File: src/spc_defines.svh
// register offsets, field positions and reset values for the six-bit port
`ifndef SPC_DEFINES_SVH
`define SPC_DEFINES_SVH
`define SPC_OFF_DATA      8'h00
`define SPC_OFF_DIR       8'h01
`define SPC_OFF_PULLUP    8'h02
`define SPC_OFF_KBI_EN    8'h03
`define SPC_OFF_OPTION    8'h04
`define SPC_OFF_IRQ_STAT  8'h05
`define SPC_OFF_IRQ_MASK  8'h06
`define SPC_BIT_WAKE      6
`define SPC_BIT_CLKOUT    7
`define SPC_BIT_IRQ_EN    0
`define SPC_BIT_OSC_LO    1
`define SPC_BIT_OSC_HI    2
`define SPC_BIT_IRQPIN    2
`define SPC_BIT_CLKPIN    4
`define SPC_RST_DIR       6'h00
`define SPC_RST_PULLUP    6'h00
`define SPC_RST_CLKOUT    1'b0
`define SPC_RST_KBI       6'h00
`define SPC_RST_OPTION    3'h0
`define SPC_RST_MASK      8'h00
`define SPC_RST_STAT      8'h00
`define SPC_RST_RDATA     8'h00
`endif

File: src/spc_pkg.sv
// types for the six-bit port
package spc_pkg;
    typedef enum logic [1:0]
    {
        SPC_OSC_INTERNAL,
        SPC_OSC_EXT_CLOCK,
        SPC_OSC_EXT_RC,
        SPC_OSC_CRYSTAL
    } spc_osc_e;
endpackage

File: src/spc_port.sv
// six-bit general-purpose port with clock-out option and register slave
//
// Functional notes
// six data latch bits, untouched by reset
// direction 1 drives pin; reset clears all
// data read: latch if output, else pin
// latch always writable; input read unaffected
// pullup only when enabled and input
// pullup off whenever its enable is 0
// bit 6 reads the wakeup latch
// no storage for bit position six
// bit 2 is never driven out
// irq enabled: bit 2 reads 0, branch senses pin
// irq disabled: bit 2 reads pin, branch sees 1
// internal/rc mode: select drives clock on pin 4
// select ignored in crystal or external clock modes
// two-bit source field selects oscillator mode
// enabled pins act as keypad interrupt inputs
// software sets latch before turning output on
// external clock mode: pin 4 is port
// crystal mode: pin 4 belongs to amplifier
// single-cycle access; pins synchronised first
//
// Design decision made here: the plain strobed port.
`timescale 1ns/1ps
`include "spc_defines.svh"
module spc_port #(
    parameter int WIDTH = 6
) (
    input  wire logic             i_clk_sys,
    input  wire logic             i_rst,
    input  wire logic             i_ce,
    input  wire logic [7:0]       i_addr,
    input  wire logic [7:0]       i_wdata,
    input  wire logic             i_wr,
    input  wire logic             i_rd,
    output logic      [7:0]       o_rdata,
    input  wire logic [WIDTH-1:0] i_pin,
    output logic      [WIDTH-1:0] o_pin,
    output logic      [WIDTH-1:0] o_pin_oe,
    output logic      [WIDTH-1:0] o_pullup_en,
    input  wire logic             i_wakeup_latch,
    input  wire logic             i_osc_clock_x4,
    output logic                  o_crystal_mode,
    output logic                  o_branch_irq_level,
    output logic      [WIDTH-1:0] o_keypad_irq,
    output logic                  o_irq
);
    logic [WIDTH-1:0] port_latch_r;
    logic [WIDTH-1:0] port_direction_r;
    logic [WIDTH-1:0] port_pullup_enable_r;
    logic             clock_out_pin_select_r;
    logic [WIDTH-1:0] keypad_irq_enable_r;
    logic [2:0]       option_r;
    logic [WIDTH-1:0] pin_meta_r;
    logic [WIDTH-1:0] pin_sync_r;
    logic [WIDTH-1:0] pin_prev_r;
    logic             wake_meta_r;
    logic             wake_sync_r;
    logic             wake_prev_r;
    logic [7:0]       irq_stat_r;
    logic [7:0]       irq_stat_nxt;
    logic [7:0]       irq_mask_r;
    logic [7:0]       rdata_r;

    wire              sel_data   = (i_addr == `SPC_OFF_DATA);
    wire              sel_dir    = (i_addr == `SPC_OFF_DIR);
    wire              sel_pullup = (i_addr == `SPC_OFF_PULLUP);
    wire              sel_kbi    = (i_addr == `SPC_OFF_KBI_EN);
    wire              sel_option = (i_addr == `SPC_OFF_OPTION);
    wire              sel_stat   = (i_addr == `SPC_OFF_IRQ_STAT);
    wire              sel_mask   = (i_addr == `SPC_OFF_IRQ_MASK);
    wire              wr_en      = i_ce & i_wr;
    wire              rd_en      = i_ce & i_rd;

    // oscillator source decode
    spc_pkg::spc_osc_e osc_mode;
    assign osc_mode = spc_pkg::spc_osc_e'(option_r[`SPC_BIT_OSC_HI:`SPC_BIT_OSC_LO]);
    wire irq_pin_en  = option_r[`SPC_BIT_IRQ_EN];
    wire osc_int_rc  = (osc_mode == spc_pkg::SPC_OSC_INTERNAL)
                     | (osc_mode == spc_pkg::SPC_OSC_EXT_RC);
    wire crystal     = (osc_mode == spc_pkg::SPC_OSC_CRYSTAL);
    // clock out only in internal/rc with select; external clock leaves pin 4 as port
    wire clk_out     = osc_int_rc & clock_out_pin_select_r;
    // pin 4 taken away from port use by clock out or crystal amplifier
    wire pin4_taken  = clk_out | crystal;

    // per-pin drive and pullup
    logic [WIDTH-1:0] port_oe;
    logic [WIDTH-1:0] port_read;
    logic [WIDTH-1:0] pin_taken;
    genvar g;
    generate
        for (g = 0; g < WIDTH; g = g + 1)
        begin : g_pin
            localparam bit IS_IN_ONLY = (g == `SPC_BIT_IRQPIN);
            localparam bit IS_CLK     = (g == `SPC_BIT_CLKPIN);
            wire taken = IS_CLK ? pin4_taken : 1'b0;
            assign pin_taken[g] = taken;
            // input-only bit never drives
            assign port_oe[g] = port_direction_r[g] & ~IS_IN_ONLY;
            assign o_pin_oe[g] = IS_CLK ? (clk_out | (port_oe[g] & ~crystal)) : port_oe[g];
            assign o_pin[g] = (IS_CLK && clk_out) ? i_osc_clock_x4 : port_latch_r[g];
            assign o_pullup_en[g] = port_pullup_enable_r[g] & ~port_direction_r[g]
                                  & ~taken;
            // read latch when output, synced pin when input; bit 2 reads synced pin, or 0 with irq enabled
            if (IS_IN_ONLY)
            begin : g_irqbit
                assign port_read[g] = irq_pin_en ? 1'b0 : pin_sync_r[g];
            end
            else
            begin : g_iobit
                assign port_read[g] = port_direction_r[g] ? port_latch_r[g]
                                                          : pin_sync_r[g];
            end
            assign o_keypad_irq[g] = keypad_irq_enable_r[g] & ~taken & ~pin_sync_r[g];
        end
    endgenerate

    assign o_branch_irq_level = irq_pin_en ? pin_sync_r[`SPC_BIT_IRQPIN] : 1'b1;
    assign o_crystal_mode     = crystal;

    // interrupt events: keypad falling edge per pin, wakeup rising edge
    // a pin lent to the clock or the crystal raises no keypad event
    wire [WIDTH-1:0] kbi_event  = keypad_irq_enable_r & ~pin_taken
                                & pin_prev_r & ~pin_sync_r;
    wire             wake_event = wake_sync_r & ~wake_prev_r;
    wire [7:0]       events     = {1'b0, wake_event, 6'(kbi_event)};
    wire             stat_clr   = rd_en & sel_stat;
    // set wins over read clear
    assign irq_stat_nxt = (stat_clr ? 8'h00 : irq_stat_r) | events;
    assign o_irq        = |(irq_stat_r & irq_mask_r);

    // write strobes, one per register except the read-cleared status
    wire wr_data   = wr_en & sel_data;
    wire wr_dir    = wr_en & sel_dir;
    wire wr_pullup = wr_en & sel_pullup;
    wire wr_kbi    = wr_en & sel_kbi;
    wire wr_option = wr_en & sel_option;
    wire wr_mask   = wr_en & sel_mask;

    // read views; bit 6 of data is the wakeup latch view, no storage behind it
    wire [7:0] data_view   = {1'b0, wake_sync_r, 6'(port_read)};
    wire [7:0] dir_view    = {2'b00, 6'(port_direction_r)};
    wire [7:0] pullup_view = {clock_out_pin_select_r, 1'b0, 6'(port_pullup_enable_r)};
    wire [7:0] kbi_view    = {2'b00, 6'(keypad_irq_enable_r)};
    wire [7:0] option_view = {5'h00, option_r};
    logic [7:0] rd_mux;

    // read address decode; unmapped offsets read as zero
    always_comb
    begin
        rd_mux = 8'h00;
        if (sel_data)
        begin
            rd_mux = data_view;
        end
        else if (sel_dir)
        begin
            rd_mux = dir_view;
        end
        else if (sel_pullup)
        begin
            rd_mux = pullup_view;
        end
        else if (sel_kbi)
        begin
            rd_mux = kbi_view;
        end
        else if (sel_option)
        begin
            rd_mux = option_view;
        end
        else if (sel_stat)
        begin
            rd_mux = irq_stat_r;
        end
        else if (sel_mask)
        begin
            rd_mux = irq_mask_r;
        end
    end

    // data latch has no reset
    always_ff @(posedge i_clk_sys)
    begin
        if (wr_data)
        begin
            port_latch_r <= i_wdata[WIDTH-1:0];
        end
    end

    // direction clears on reset, every pin an input
    always_ff @(posedge i_clk_sys)
    begin
        if (i_rst)
        begin
            port_direction_r <= `SPC_RST_DIR;
        end
        else if (wr_dir)
        begin
            port_direction_r <= i_wdata[WIDTH-1:0];
        end
    end

    // pullup enables
    always_ff @(posedge i_clk_sys)
    begin
        if (i_rst)
        begin
            port_pullup_enable_r <= `SPC_RST_PULLUP;
        end
        else if (wr_pullup)
        begin
            port_pullup_enable_r <= i_wdata[WIDTH-1:0];
        end
    end

    // clock-out select shares the pullup register
    always_ff @(posedge i_clk_sys)
    begin
        if (i_rst)
        begin
            clock_out_pin_select_r <= `SPC_RST_CLKOUT;
        end
        else if (wr_pullup)
        begin
            clock_out_pin_select_r <= i_wdata[`SPC_BIT_CLKOUT];
        end
    end

    // keypad interrupt enables
    always_ff @(posedge i_clk_sys)
    begin
        if (i_rst)
        begin
            keypad_irq_enable_r <= `SPC_RST_KBI;
        end
        else if (wr_kbi)
        begin
            keypad_irq_enable_r <= i_wdata[WIDTH-1:0];
        end
    end

    // irq pin enable and oscillator source
    always_ff @(posedge i_clk_sys)
    begin
        if (i_rst)
        begin
            option_r <= `SPC_RST_OPTION;
        end
        else if (wr_option)
        begin
            option_r <= i_wdata[2:0];
        end
    end

    // interrupt mask
    always_ff @(posedge i_clk_sys)
    begin
        if (i_rst)
        begin
            irq_mask_r <= `SPC_RST_MASK;
        end
        else if (wr_mask)
        begin
            irq_mask_r <= i_wdata;
        end
    end

    // sticky interrupt status
    always_ff @(posedge i_clk_sys)
    begin
        if (i_rst)
        begin
            irq_stat_r <= `SPC_RST_STAT;
        end
        else if (i_ce)
        begin
            irq_stat_r <= irq_stat_nxt;
        end
    end

    // read data stands one cycle after the strobe, zero after other enabled cycles, held while i_ce is low
    always_ff @(posedge i_clk_sys)
    begin
        if (i_rst)
        begin
            rdata_r <= `SPC_RST_RDATA;
        end
        else if (i_ce)
        begin
            rdata_r <= rd_en ? rd_mux : 8'h00;
        end
    end

    // first synchroniser stage for the pin levels
    always_ff @(posedge i_clk_sys)
    begin
        if (i_rst)
        begin
            pin_meta_r <= '0;
        end
        else if (i_ce)
        begin
            pin_meta_r <= i_pin;
        end
    end

    // second synchroniser stage; only this stage is read by logic
    always_ff @(posedge i_clk_sys)
    begin
        if (i_rst)
        begin
            pin_sync_r <= '0;
        end
        else if (i_ce)
        begin
            pin_sync_r <= pin_meta_r;
        end
    end

    // previous level for falling edge detection; low after reset, so no false edge
    always_ff @(posedge i_clk_sys)
    begin
        if (i_rst)
        begin
            pin_prev_r <= '0;
        end
        else if (i_ce)
        begin
            pin_prev_r <= pin_sync_r;
        end
    end

    // first synchroniser stage for the wakeup latch level
    always_ff @(posedge i_clk_sys)
    begin
        if (i_rst)
        begin
            wake_meta_r <= 1'b0;
        end
        else if (i_ce)
        begin
            wake_meta_r <= i_wakeup_latch;
        end
    end

    // second synchroniser stage for the wakeup latch level
    always_ff @(posedge i_clk_sys)
    begin
        if (i_rst)
        begin
            wake_sync_r <= 1'b0;
        end
        else if (i_ce)
        begin
            wake_sync_r <= wake_meta_r;
        end
    end

    // previous wakeup level for rising edge detection
    always_ff @(posedge i_clk_sys)
    begin
        if (i_rst)
        begin
            wake_prev_r <= 1'b0;
        end
        else if (i_ce)
        begin
            wake_prev_r <= wake_sync_r;
        end
    end

    assign o_rdata = rdata_r;
endmodule

File: config.mk
export PLATFORM = sky130hd
export DESIGN_NAME = spc_port
export DESIGN_NICKNAME = d
export VERILOG_FILES = /design/src/spc_pkg.sv /design/src/spc_port.sv
export VERILOG_INCLUDE_DIRS = /design/src
export SDC_FILE = /design/constraint.sdc
export NUM_CORES = 1
export LEC_CHECK = 0
export BUFFER_PORTS_ARGS = -buffer_cell sky130_fd_sc_hd__buf_4
export CAP_MARGIN = 40
export CORE_MARGIN = 2
export CORE_UTILIZATION = 45
export DETAILED_ROUTE_END_ITERATION = 16
export GPL_ROUTABILITY_DRIVEN = 0
export GPL_TIMING_DRIVEN = 0
export PLACE_DENSITY = 0.63
export SLEW_MARGIN = 40
export SYNTH_ARGS = -nofsm -noshare
export SYNTH_HDL_FRONTEND = slang
export SYNTH_SLANG_ARGS = --single-unit
File: constraint.sdc
create_clock -name i_clk_sys -period 2.4 [get_ports i_clk_sys]
set_clock_uncertainty 0.1 [all_clocks]
set_input_delay 0.36 -clock i_clk_sys [delete_from_list [all_inputs] [get_ports i_clk_sys]]
set_output_delay 0.36 -clock i_clk_sys [all_outputs]
set_load 0.05 [all_outputs]
Word-level counts from Yosys, hierarchy flattened
Cells that the tools add are included.
{"block": "op_classes", "mux": 17, "eq_ne": 8, "bitwise": 51, "reduce_logical": 3}
{"cell": "8-bit two-way mux", "n": 9}
{"cell": "1-bit AND", "n": 26}
{"cell": "8-bit by 3-bit == test with 1-bit output, second input constant", "n": 3}
{"cell": "6-bit AND", "n": 3}
{"cell": "8-bit by 2-bit == test with 1-bit output, second input constant", "n": 2}
{"cell": "1-bit inverter", "n": 15}
{"cell": "8-bit AND", "n": 1}
{"cell": "8-bit by 1-bit == test with 1-bit output, second input constant", "n": 1}
{"cell": "8-bit zero test", "n": 1}
{"cell": "1-bit two-way mux", "n": 8}
{"cell": "8-bit by 7-bit OR with 8-bit output", "n": 1}
{"cell": "8-bit OR reduction", "n": 1}
{"cell": "5-bit inverter with 6-bit output", "n": 1}
{"cell": "6-bit inverter", "n": 1}
{"cell": "2-bit == test, second input constant", "n": 2}
{"cell": "1-bit OR", "n": 3}
{"cell": "2-bit zero test", "n": 1}
{"block": "totals", "elab_cells": 94, "out_inout_bits": 35, "ff_bits": 73, "input_bits": 29}

Depth between registers and ports, before layout
Gate-level depths: netlist (run 1).
{"block": "depth", "word_depth": 9, "depth_mapped": 6, "depth_no_buf": 4}

Worst setup path before layout (run 1)
Ideal clock, no wire load.
{"block": "synth_timing", "path_kind": "reg-to-reg", "startpoint": "reg option_r[1]", "endpoint": "reg irq_stat_r[4]", "stages_incl_launch_ff": 4, "synth_period_minus_slack_ns": 2.960, "setup_ns": 0.068, "slack_ns": -0.560, "arrival_time_ns": 2.793, "path_cell_list": "dfxtp_1 -> and2_1 -> nor4b_1 -> a32o_1"}
{"element": "from (decl)", "line": "spc_port.sv:54", "rtl": "logic [2:0] option_r;"}
{"element": "from (signal assigned)", "line": "spc_port.sv:250", "rtl": "option_r <= `SPC_RST_OPTION;"}
{"element": "from (signal assigned)", "line": "spc_port.sv:254", "rtl": "option_r <= i_wdata[2:0];"}
{"element": "2-bit == test", "line": "spc_port.sv:82", "rtl": "wire crystal = (osc_mode == spc_pkg::SPC_OSC_CRYSTAL);"}
{"element": "named net o_crystal_mode", "line": "spc_port.sv:44", "rtl": "output logic o_crystal_mode,"}
{"element": "1-bit OR", "line": "spc_port.sv:86", "rtl": "wire pin4_taken = clk_out | crystal;"}
{"element": "5-bit inverter with 6-bit output", "line": "spc_port.sv:125", "rtl": "wire [WIDTH-1:0] kbi_event = keypad_irq_enable_r & ~pin_taken"}
{"element": "6-bit AND", "line": "spc_port.sv:125"}
{"element": "6-bit AND (2 in series)", "line": "spc_port.sv:126", "rtl": "& pin_prev_r & ~pin_sync_r;"}
{"element": "8-bit by 7-bit OR with 8-bit output", "line": "spc_port.sv:131", "rtl": "assign irq_stat_nxt = (stat_clr ? 8'h00 : irq_stat_r) | events;"}
{"element": "to (signal assigned)", "line": "spc_port.sv:276", "rtl": "irq_stat_r <= `SPC_RST_STAT;"}
{"element": "to (signal assigned)", "line": "spc_port.sv:280", "rtl": "irq_stat_r <= irq_stat_nxt;"}
{"element": "to (decl)", "line": "spc_port.sv:61", "rtl": "logic [7:0] irq_stat_r;"}
The timed path passes the listed nets, and every way through them passes these cells.
A chain may end at the register's enable or synchronous reset.

Final worst setup path (run 1)
{"block": "layout_timing", "startpoint": "reg clock_out_pin_select_r", "endpoint": "out o_pin[4]"}
{"block": "layout_via", "elab_chain_len": 2}
{"element": "from (decl)", "line": "spc_port.sv:52", "rtl": "logic clock_out_pin_select_r;"}
{"element": "from (signal assigned)", "line": "spc_port.sv:224", "rtl": "clock_out_pin_select_r <= `SPC_RST_CLKOUT;"}
{"element": "from (signal assigned)", "line": "spc_port.sv:228", "rtl": "clock_out_pin_select_r <= i_wdata[`SPC_BIT_CLKOUT];"}
{"element": "1-bit AND", "line": "spc_port.sv:84", "rtl": "wire clk_out = osc_int_rc & clock_out_pin_select_r;"}
{"element": "1-bit two-way mux", "line": "spc_port.sv:103", "rtl": "assign o_pin[g] = (IS_CLK && clk_out) ? i_osc_clock_x4 : port_latch_r[g];"}
{"element": "to (decl)", "line": "spc_port.sv:39", "rtl": "output logic [WIDTH-1:0] o_pin,"}
No other way between the ends.

==> results.ini, run 1 <==
[routing]
met3_wirelength_um=521
wl_met1_um=4400
dr_total_vias=2815
drt_iter0_markers=215
via_per_inst=5.34
drt_pass1_iterations=4
wl_met2_um=4080
dr.max_layer_used=met4
routedWlPerCell_um=17.3
drc_errors=0
wl_um=9110
drtAntennaViolNets=0

[floorplanning]
dieHeight_um=90.9
chipWidth_um=90.9
rows=31
coreArea_sq_um=7290
io_pins=64
initial_core_util_pct=46.6
fp.dieArea_sq_um=8270

[power_and_ir_drop]
comb_power_share_pct=8.1
intPower_mw=1.88
p_sw_mw=0.590
clkPwrFrac_pct=41.8
p_leak_nw=1.69
swShare_pct=23.9
power_density_nw_per_um2=587
p_seq_share_pct=50.1
peakVddDrop_mv=0.302
total_power_mw=2.47

[hold_path]
hp-class=input port to flop
hold_depth=1
min_to=port_latch_r[4]$_DFFE_PP_
min_from=i_wdata[4]

[synth]
yosysWarnings=0
ys_types=46
synth_top_family_by_area=simple AND/OR/NAND/NOR gates
muxShareOfSynthArea_pct=17.5
avgSynthCellArea_sq_um=9.63
synth_adder_area_share_pct=0
synthCells=353
synth-simple-area-share_pct=22.7
yosysSeqAreaShare_pct=44.2
synth_xor_area_share_pct=0
ys_ff_latch=72
synth_area_sq_um=3400
synth_compound_area_share_pct=10.0
syn_nets=382

[placed_design]
dp_hpwl_um=6690
portBuffers=58
dp_cells=511
dpl_worst_slack_ns=-0.0260

[critical_path]
r2r-end=o_rdata[0]$_SDFFE_PP0P_
reg2reg_depth=4
endpoint_kind=output port
cp_top_family=simple AND/OR/NAND/NOR gates
cp.buffers_inverters=1
crit_path_top_delay_cell=nor2b_1
criticalPathCategory=flop to output port
cp_max_fo=4
r2r_slack_ns=0.97
crit_path_start_kind=flop
critPathArrivalTime_ns=1.69
cp_cell_sequence=nor2b_1 -> mux2_2 -> buf_4
cpPeakStageDelay_ns=0.41
required_ns=1.94
r2r-start=port_direction_r[0]$_SDFFE_PP0P_

[clock_tree]
post_cts_resize_count=0
root_buffer=clkbuf_8
h-tree-depth=3
cts_tree=built
cts_sinks=72
clockBufferDepth=2
clkTransAtPathRegs_ns=0.08
cts_setup_buffers=0
numCtsBuffers=9
ctsHoldBuffers=0
clock_latency_ns=0.35

[outcome]
outcome=finished clean

[global_route]
grt_pass1_wl_um=14500
overflow=0
antenna_found_initial=0
grt.total_usage_pct=22.6
grt_max_degree=13
first_global_vias=2740

[job]
drv_cap=0

[timing]
setup_slack_ns=0.245
totalNegativeSetupSlack_ns=0
rsz0062_at_grt=false
post-route-period-util_pct=89.8
setup_viol=0
finalHoldViolations=0
maxSlewViolCount=0
worstMarginPinSlew_ns=0.822
fmax_mhz=464
slew_headroom_pct=44.9
fin_crit_ns=2.15

[finish]
final_cell_count_no_fill=527
drive_above_1_share_pct=23.6
antenna_cells=0
synthToLayoutAreaGrowth_pct=23.5
nNetsFinal=452

[worst max-delay path by stage]
stage                                                   start                          to  depth (start not counted)
after floorplan                                     i_addr[6]   port_latch_r[0]$_DFFE_PP_                          3
after global placement                              i_addr[0]   port_latch_r[1]$_DFFE_PP_                          4
after CTS                 clock_out_pin_select_r$_SDFFE_PP0P_                    o_pin[4]                          3
after detailed placement                            i_addr[6]  irq_mask_r[0]$_SDFFE_PP0P_                          6
final                     clock_out_pin_select_r$_SDFFE_PP0P_                    o_pin[4]                          3
after global routing      clock_out_pin_select_r$_SDFFE_PP0P_                    o_pin[4]                          3
[cells by family (layout without fill, tap and decap cells)]
logic type | count (synthesis) | count (layout)
AOI/OAI and AO/OA | 47 | 47
and+or+nand+nor | 137 | 137
other | 1 | 1
muxes | 59 | 59
DFF | 72 | 72
buffers and inverters | 37 | 112
[cell type report]
type,instances,area [sq um]
Multi-Input combinational cell,244,1730
Buffer,32,165
Tap cell,99,124
Inverter,5,18.8
Fill cell,668,3090
Clock inverter,4,48.8
Sequential cell,72,1500
Timing Repair Buffer,59,440
Clock buffer,12,166
[per-layer routing]
metal | global-route usage, % | up-vias
met3 | 5.15 | 8
li1 | - | 1386
met5 | 0 | -
met4 | 8.08 | 0
met2 | 34.6 | 100
met1 | 31.3 | 1321
[stage by stage]
step	util, %	hold WS (ns)	cell area [sq um]
finish	57.6	0.138	4200
global route	57.6	0.132	4200
CTS	57.6	0.125	4200
detailed placement	54.6	0.344	3980
global placement	54.5	0.333	3970
floorplan	-	0.359	3410
[power groups by stage]
stage / combinational (mW) / sequential, mW / clock, mW
floorplan: 0.122 / 1.26 / 0
global placement: 0.194 / 1.26 / 0
detailed placement: 0.199 / 1.26 / 0
CTS: 0.199 / 1.23 / 1.05
global route: 0.217 / 1.24 / 1.11
finish: 0.200 / 1.23 / 1.03
[Yosys cell counts, drive strengths merged]
master / n / area [sq um]
dfxtp: 66 / 1320
nor2: 55 / 206
mux2i: 54 / 541
nand2b: 22 / 138
clkbuf: 19 / 71.3
nor2b: 16 / 100
buf: 13 / 93.8
nand2: 11 / 41.3
a21oi: 9 / 45.0
o21ai: 9 / 45.0
a32o: 8 / 80.1
edfxtp: 6 / 180
nor4: 6 / 88.8
inv: 5 / 18.8
mux2: 5 / 56.3
nand3b: 5 / 37.5
nand3: 4 / 20.0
o221ai: 4 / 35.0
nand4b: 3 / 26.3
o211ai: 3 / 22.5
o22a: 3 / 26.3
or3b: 3 / 26.3
a22oi: 2 / 15.0
a2bb2oi: 2 / 17.5
nand4: 2 / 12.5
nor3: 2 / 10.0
nor4b: 2 / 17.5
o22ai: 2 / 12.5
or2: 2 / 12.5
a221oi: 1 / 8.76
a222oi: 1 / 10.0
a311oi: 1 / 8.76
a31oi: 1 / 6.26
and2: 1 / 6.26
and4bb: 1 / 12.5
conb: 1 / 3.75
o2111ai: 1 / 8.76
or3: 1 / 6.26
or4: 1 / 11.3
[flip-flops by register name, indices dropped and copies added, names as in the netlist]
register and flops:
keypad_irq_enable_r 6, option_r 3, pin_sync_r 6, pin_meta_r 6, port_latch_r 6, wake_sync_r 1, pin_prev_r 6, wake_meta_r 1
irq_stat_r 7, port_direction_r 6, port_pullup_enable_r 6, irq_mask_r 8, clock_out_pin_select_r 1, wake_prev_r 1, o_rdata 8
[layout by cell type, fill, tap and decap left out, types with 2 or more instances in the layout]
| cell type | Yosys | routed |
|---|---|---|
| nor2b_1 | 16 | 16 |
| dfxtp_1 | 66 | 66 |
| nand4_1 | 2 | 2 |
| nor3_1 | 2 | 2 |
| nor2_1 | 55 | 55 |
| nor4b_2 | 0 | 2 |
| buf_4 | 10 | 68 |
| nor4_2 | 1 | 2 |
| nand3b_1 | 5 | 5 |
| nand3_1 | 4 | 4 |
| mux2_2 | 5 | 5 |
| o22ai_1 | 2 | 2 |
| o221ai_1 | 4 | 4 |
| nand2b_1 | 22 | 22 |
| o21ai_0 | 4 | 4 |
| nand4b_1 | 3 | 3 |
| nand2_1 | 11 | 11 |
| clkbuf_8 | 0 | 10 |
| a21oi_1 | 9 | 9 |
| o211ai_1 | 3 | 3 |
| edfxtp_1 | 6 | 6 |
| a32o_1 | 8 | 8 |
| a22oi_1 | 2 | 2 |
| o21ai_1 | 5 | 5 |
| clkbuf_1 | 19 | 20 |
| o22a_1 | 3 | 3 |
| or3b_1 | 2 | 2 |
| buf_1 | 2 | 2 |
| a2bb2oi_1 | 2 | 2 |
| inv_1 | 5 | 5 |
| nor4_4 | 3 | 3 |
| mux2i_1 | 54 | 54 |
No activity file was read; power rests on OpenSTA's default activity.
==> run 2: changes to the inputs <==
--- a/constraint.sdc
+++ b/constraint.sdc
@@ -4,2 +4,2 @@
 set_output_delay 0.36 -clock i_clk_sys [all_outputs]
-set_load 0.05 [all_outputs]
+set_load 0.1 [all_outputs]
==> results.ini, run 2 (same netlist as run 1, synthesis figures left out) <==
[outcome]
outcome=finished clean

[timing]
maxSlewViolCount=0
setup_viol=0
finalHoldViolations=0
slew_headroom_pct=49.3
rsz0062_at_grt=false
fmax_mhz=469
fin_crit_ns=2.13
post-route-period-util_pct=88.9
whs_ns=0.139
worstMarginPinSlew_ns=0.756

[global_route]
overflow=0
grt_pass1_wl_um=14600
antenna_found_initial=0
grt.total_usage_pct=22.8
grt_max_degree=13
first_global_vias=2721

[power_and_ir_drop]
power_density_nw_per_um2=546
total_power_mw=2.28
p_leak_nw=1.67
peakVddDrop_mv=0.324

[critical_path]
required_ns=1.94
cp_max_fo=4
crit_path_top_delay_cell=mux2_2
cp_cell_sequence=nor2b_2 -> mux2_2 -> buf_4
crit_path_start_kind=flop
critPathArrivalTime_ns=1.67
criticalPathCategory=flop to output port
cpPeakStageDelay_ns=0.38
endpoint_kind=output port

[routing]
drt_pass1_iterations=4
dr_total_vias=2800
drc_errors=0
wl_um=9090
drt_iter0_markers=156
routedWlPerCell_um=17.3
drtAntennaViolNets=0
via_per_inst=5.31

[finish]
antenna_cells=0
mostFrequentLayoutCells=buf_4, dfxtp_1, nor2_1, mux2i_1
drive_above_1_share_pct=23.8
final_common_cell=buf_4
nNetsFinal=452
layout.area.seq_sq_um=1500
final_area_sq_um=4180
synthToLayoutAreaGrowth_pct=22.8
nFillCells=698
multiInputGateArea_sq_um=1760
final_cell_count_no_fill=527

[clock_tree]
post_cts_resize_count=0
cts_sinks=72
clock_latency_ns=0.34
clkTransAtPathRegs_ns=0.08
numCtsBuffers=9
root_buffer=clkbuf_8
cts_setup_buffers=0
clockBufferDepth=2
cts_tree=built
ctsHoldBuffers=0
h-tree-depth=3

[floorplanning]
rows=31
fp.dieArea_sq_um=8270
coreArea_sq_um=7290
initial_core_util_pct=46.6
io_pins=64
dieHeight_um=90.9
chipWidth_um=90.9

[hold_path]
hp-class=input port to flop

[job]
drv_cap=0

[placed_design]
portBuffers=58
dp_hpwl_um=6780
place_area_sq_um=4010
dp_cells=511

==> run 2: critical path: cells and delay by family, from the launching register on <==
family / cells / cell delay (ns)
buf+inv: 1 / 0.23
simple gates: 1 / 0.36
flops: 1 / 0.35
mux: 1 / 0.38
==> run 2: cell type report <==
class,count,share of cell area [%]
clock buffers,13,3.57
multi-input cells,244,42.1
repair buffers,59,10.5
flip-flops and latches,72,36.0
inverters,5,0.450
well taps,99,2.97
plain buffers,32,3.96
clock inverters,3,0.450
==> run 2: through the flow <==
stage / TNS, ns / utilization (%) / setup slack [ns]
finish: 0 / 57.3 / 0.266
global route: 0 / 57.3 / 0.180
CTS: 0 / 57.2 / 0.0732
detailed placement: -0.0475 / 54.9 / -0.0144
global placement: -4.08 / 54.8 / -0.677
floorplan: 0 / - / 0.0219
==> run 2: report_power, final <==
| part | total (mW) | switching (mW) | internal [mW] |
|---|---|---|---|
| Clock | 0.841 | 0.438 | 0.403 |
| Sequential | 1.24 | 0.0122 | 1.22 |
| Combinational | 0.205 | 0.124 | 0.0812 |
| Total | 2.28 | 0.574 | 1.71 |
==> run 2: path summary, 6_finish.rpt <==
kind,slack [ns],end,cells past startpoint,startpoint
max,0.27,o_pin[4],3,clock_out_pin_select_r$_SDFFE_PP0P_
min,0.14,port_latch_r[4]$_DFFE_PP_,1,i_wdata[4]
max reg2reg,0.94,o_rdata[0]$_SDFFE_PP0P_,4,port_direction_r[0]$_SDFFE_PP0P_
min reg2reg,0.34,o_rdata[1]$_SDFFE_PP0P_,2,o_rdata[1]$_SDFFE_PP0P_
==> run 2: metal layers <==
layer / part of all wire (%) / vias up / GRT usage [%]
met5: 0 / - / 0
met4: 1.7 / 0 / 8.71
met3: 5.0 / 10 / 4.23
met2: 45 / 91 / 34.6
met1: 49 / 1317 / 32.1
li1: - / 1382 / -
==> run 3: changes to the inputs <==
- SLEW_MARGIN: 40 -> not set
- clock period: 2.4 -> 2.6 ns (I/O delays scaled with it)
==> results.ini, run 3 (same netlist as run 1, synthesis figures left out) <==
[outcome]
outcome=finished clean

[global_route]
first_global_vias=2614
overflow=0
antenna_found_initial=0
grt.total_usage_pct=23.0
grt_pass1_wl_um=14700
grt_max_degree=13

[clock_tree]
numCtsBuffers=9
root_buffer=clkbuf_8
cts_setup_buffers=0
cts_tree=built
clock_latency_ns=0.36
h-tree-depth=3
cts_sinks=72
clkTransAtPathRegs_ns=0.08
clockBufferDepth=2
ctsHoldBuffers=0
post_cts_resize_count=0

[critical_path]
endpoint_kind=output port
r2r_slack_ns=1.14
required_ns=2.11
critPathArrivalTime_ns=1.89
reg2reg_depth=3
criticalPathCategory=flop to output port
r2r-start=clock_out_pin_select_r$_SDFFE_PP0P_
cp_max_fo=4
crit_path_start_kind=flop
r2r-end=irq_stat_r[4]$_SDFFE_PP0P_

[timing]
worstMarginPinSlew_ns=0.834
finalHoldViolations=0
slew_headroom_pct=44.0
setup_viol=0
fmax_mhz=421
maxSlewViolCount=0
post-route-period-util_pct=91.4
whs_ns=0.163
totalNegativeSetupSlack_ns=0
fin_crit_ns=2.38
rsz0062_at_grt=false

[floorplanning]
initial_core_util_pct=46.6
io_pins=64
fp.dieArea_sq_um=8270
rows=31
coreArea_sq_um=7290
chipWidth_um=90.9
dieHeight_um=90.9

[power_and_ir_drop]
total_power_mw=2.25
p_sw_mw=0.561
power_density_nw_per_um2=534
p_leak_nw=1.69
intPower_mw=1.69
comb_power_share_pct=8.4
clkPwrFrac_pct=40.9
peakVddDrop_mv=0.383
swShare_pct=25.0
p_seq_share_pct=50.7

[hold_path]
min_to=port_latch_r[5]$_DFFE_PP_
hold_depth=1
hp-class=input port to flop
min_from=i_wdata[5]

[routing]
via_per_inst=5.29
dr_total_vias=2790
wl_um=9180
drc_errors=0
drt_pass1_iterations=4
drt_iter0_markers=193
routedWlPerCell_um=17.4
drtAntennaViolNets=0

[placed_design]
dp_hpwl_um=6780
dp_cells=511
portBuffers=58
place_area_sq_um=4000

[finish]
nNetsFinal=452
drive_above_1_share_pct=23.8
final_common_cell=buf_4
antenna_cells=0
mostFrequentLayoutCells=buf_4, dfxtp_1, nor2_1, mux2i_1, nand2b_1
synthToLayoutAreaGrowth_pct=23.7
final_cell_count_no_fill=527
final_area_sq_um=4210
nFillCells=696

[job]
drv_cap=0

[run 3: cell count changes in the layout (fill, tap and decap cells not counted), sizes merged]
| cell | change |
|---|---|
| inv | +1 |
| clkinv | -1 |
[run 3: critical path: stages, from the launching register on]
cell	delay (ns)
dfxtp_1	0.35
nor2b_1	0.54
mux2_2	0.40
buf_4	0.23
[run 3: stage by stage]
step	util [%]	setup slack, ns
2_1_floorplan	-	-0.0159
3_3_place_gp	54.8	-0.321
3_5_place_dp	54.8	0.0237
4_1_cts	57.7	0.243
5_1_grt	57.7	0.178
6_report	57.7	0.224
[run 3: area by class of cell]
type | instances | area [sq um] | area share [%]
plain buffers | 32 | 165 | 3.93
inverters | 5 | 18.8 | 0.446
multi-input cells | 244 | 1750 | 41.5
repair buffers | 59 | 440 | 10.5
well taps | 99 | 124 | 2.94
flip-flops and latches | 72 | 1500 | 35.7
clock buffers | 13 | 190 | 4.52
clock inverters | 3 | 20.0 | 0.476
[run 3: routing by layer]
metal	track usage [%]	up-vias	share of wire, %
met5	0	-	0
met4	6.69	0	1.9
met3	5.06	12	6.6
met2	34.9	95	44
met1	32.8	1295	47
li1	-	1388	-
[run 3: worst max path at each step]
stage	from	end	slack (ns)
final	clock_out_pin_select_r$_SDFFE_PP0P_	o_pin[4]	0.22
after global routing	clock_out_pin_select_r$_SDFFE_PP0P_	o_pin[4]	0.18
after CTS	clock_out_pin_select_r$_SDFFE_PP0P_	o_pin[4]	0.24
after detailed placement	i_addr[0]	port_latch_r[2]$_DFFE_PP_	0.02
after global placement	i_addr[0]	port_latch_r[2]$_DFFE_PP_	-0.32
after floorplan	option_r[1]$_SDFFE_PP0P_	o_keypad_irq[4]	-0.02
[run 3: power by group through the flow]
stage	clock, mW	combinational, mW	sequential, mW
floorplan	0	0.117	1.16
global placement	0	0.187	1.17
detailed placement	0	0.189	1.17
CTS	0.930	0.190	1.14
global route	0.990	0.206	1.14
finish	0.919	0.190	1.14
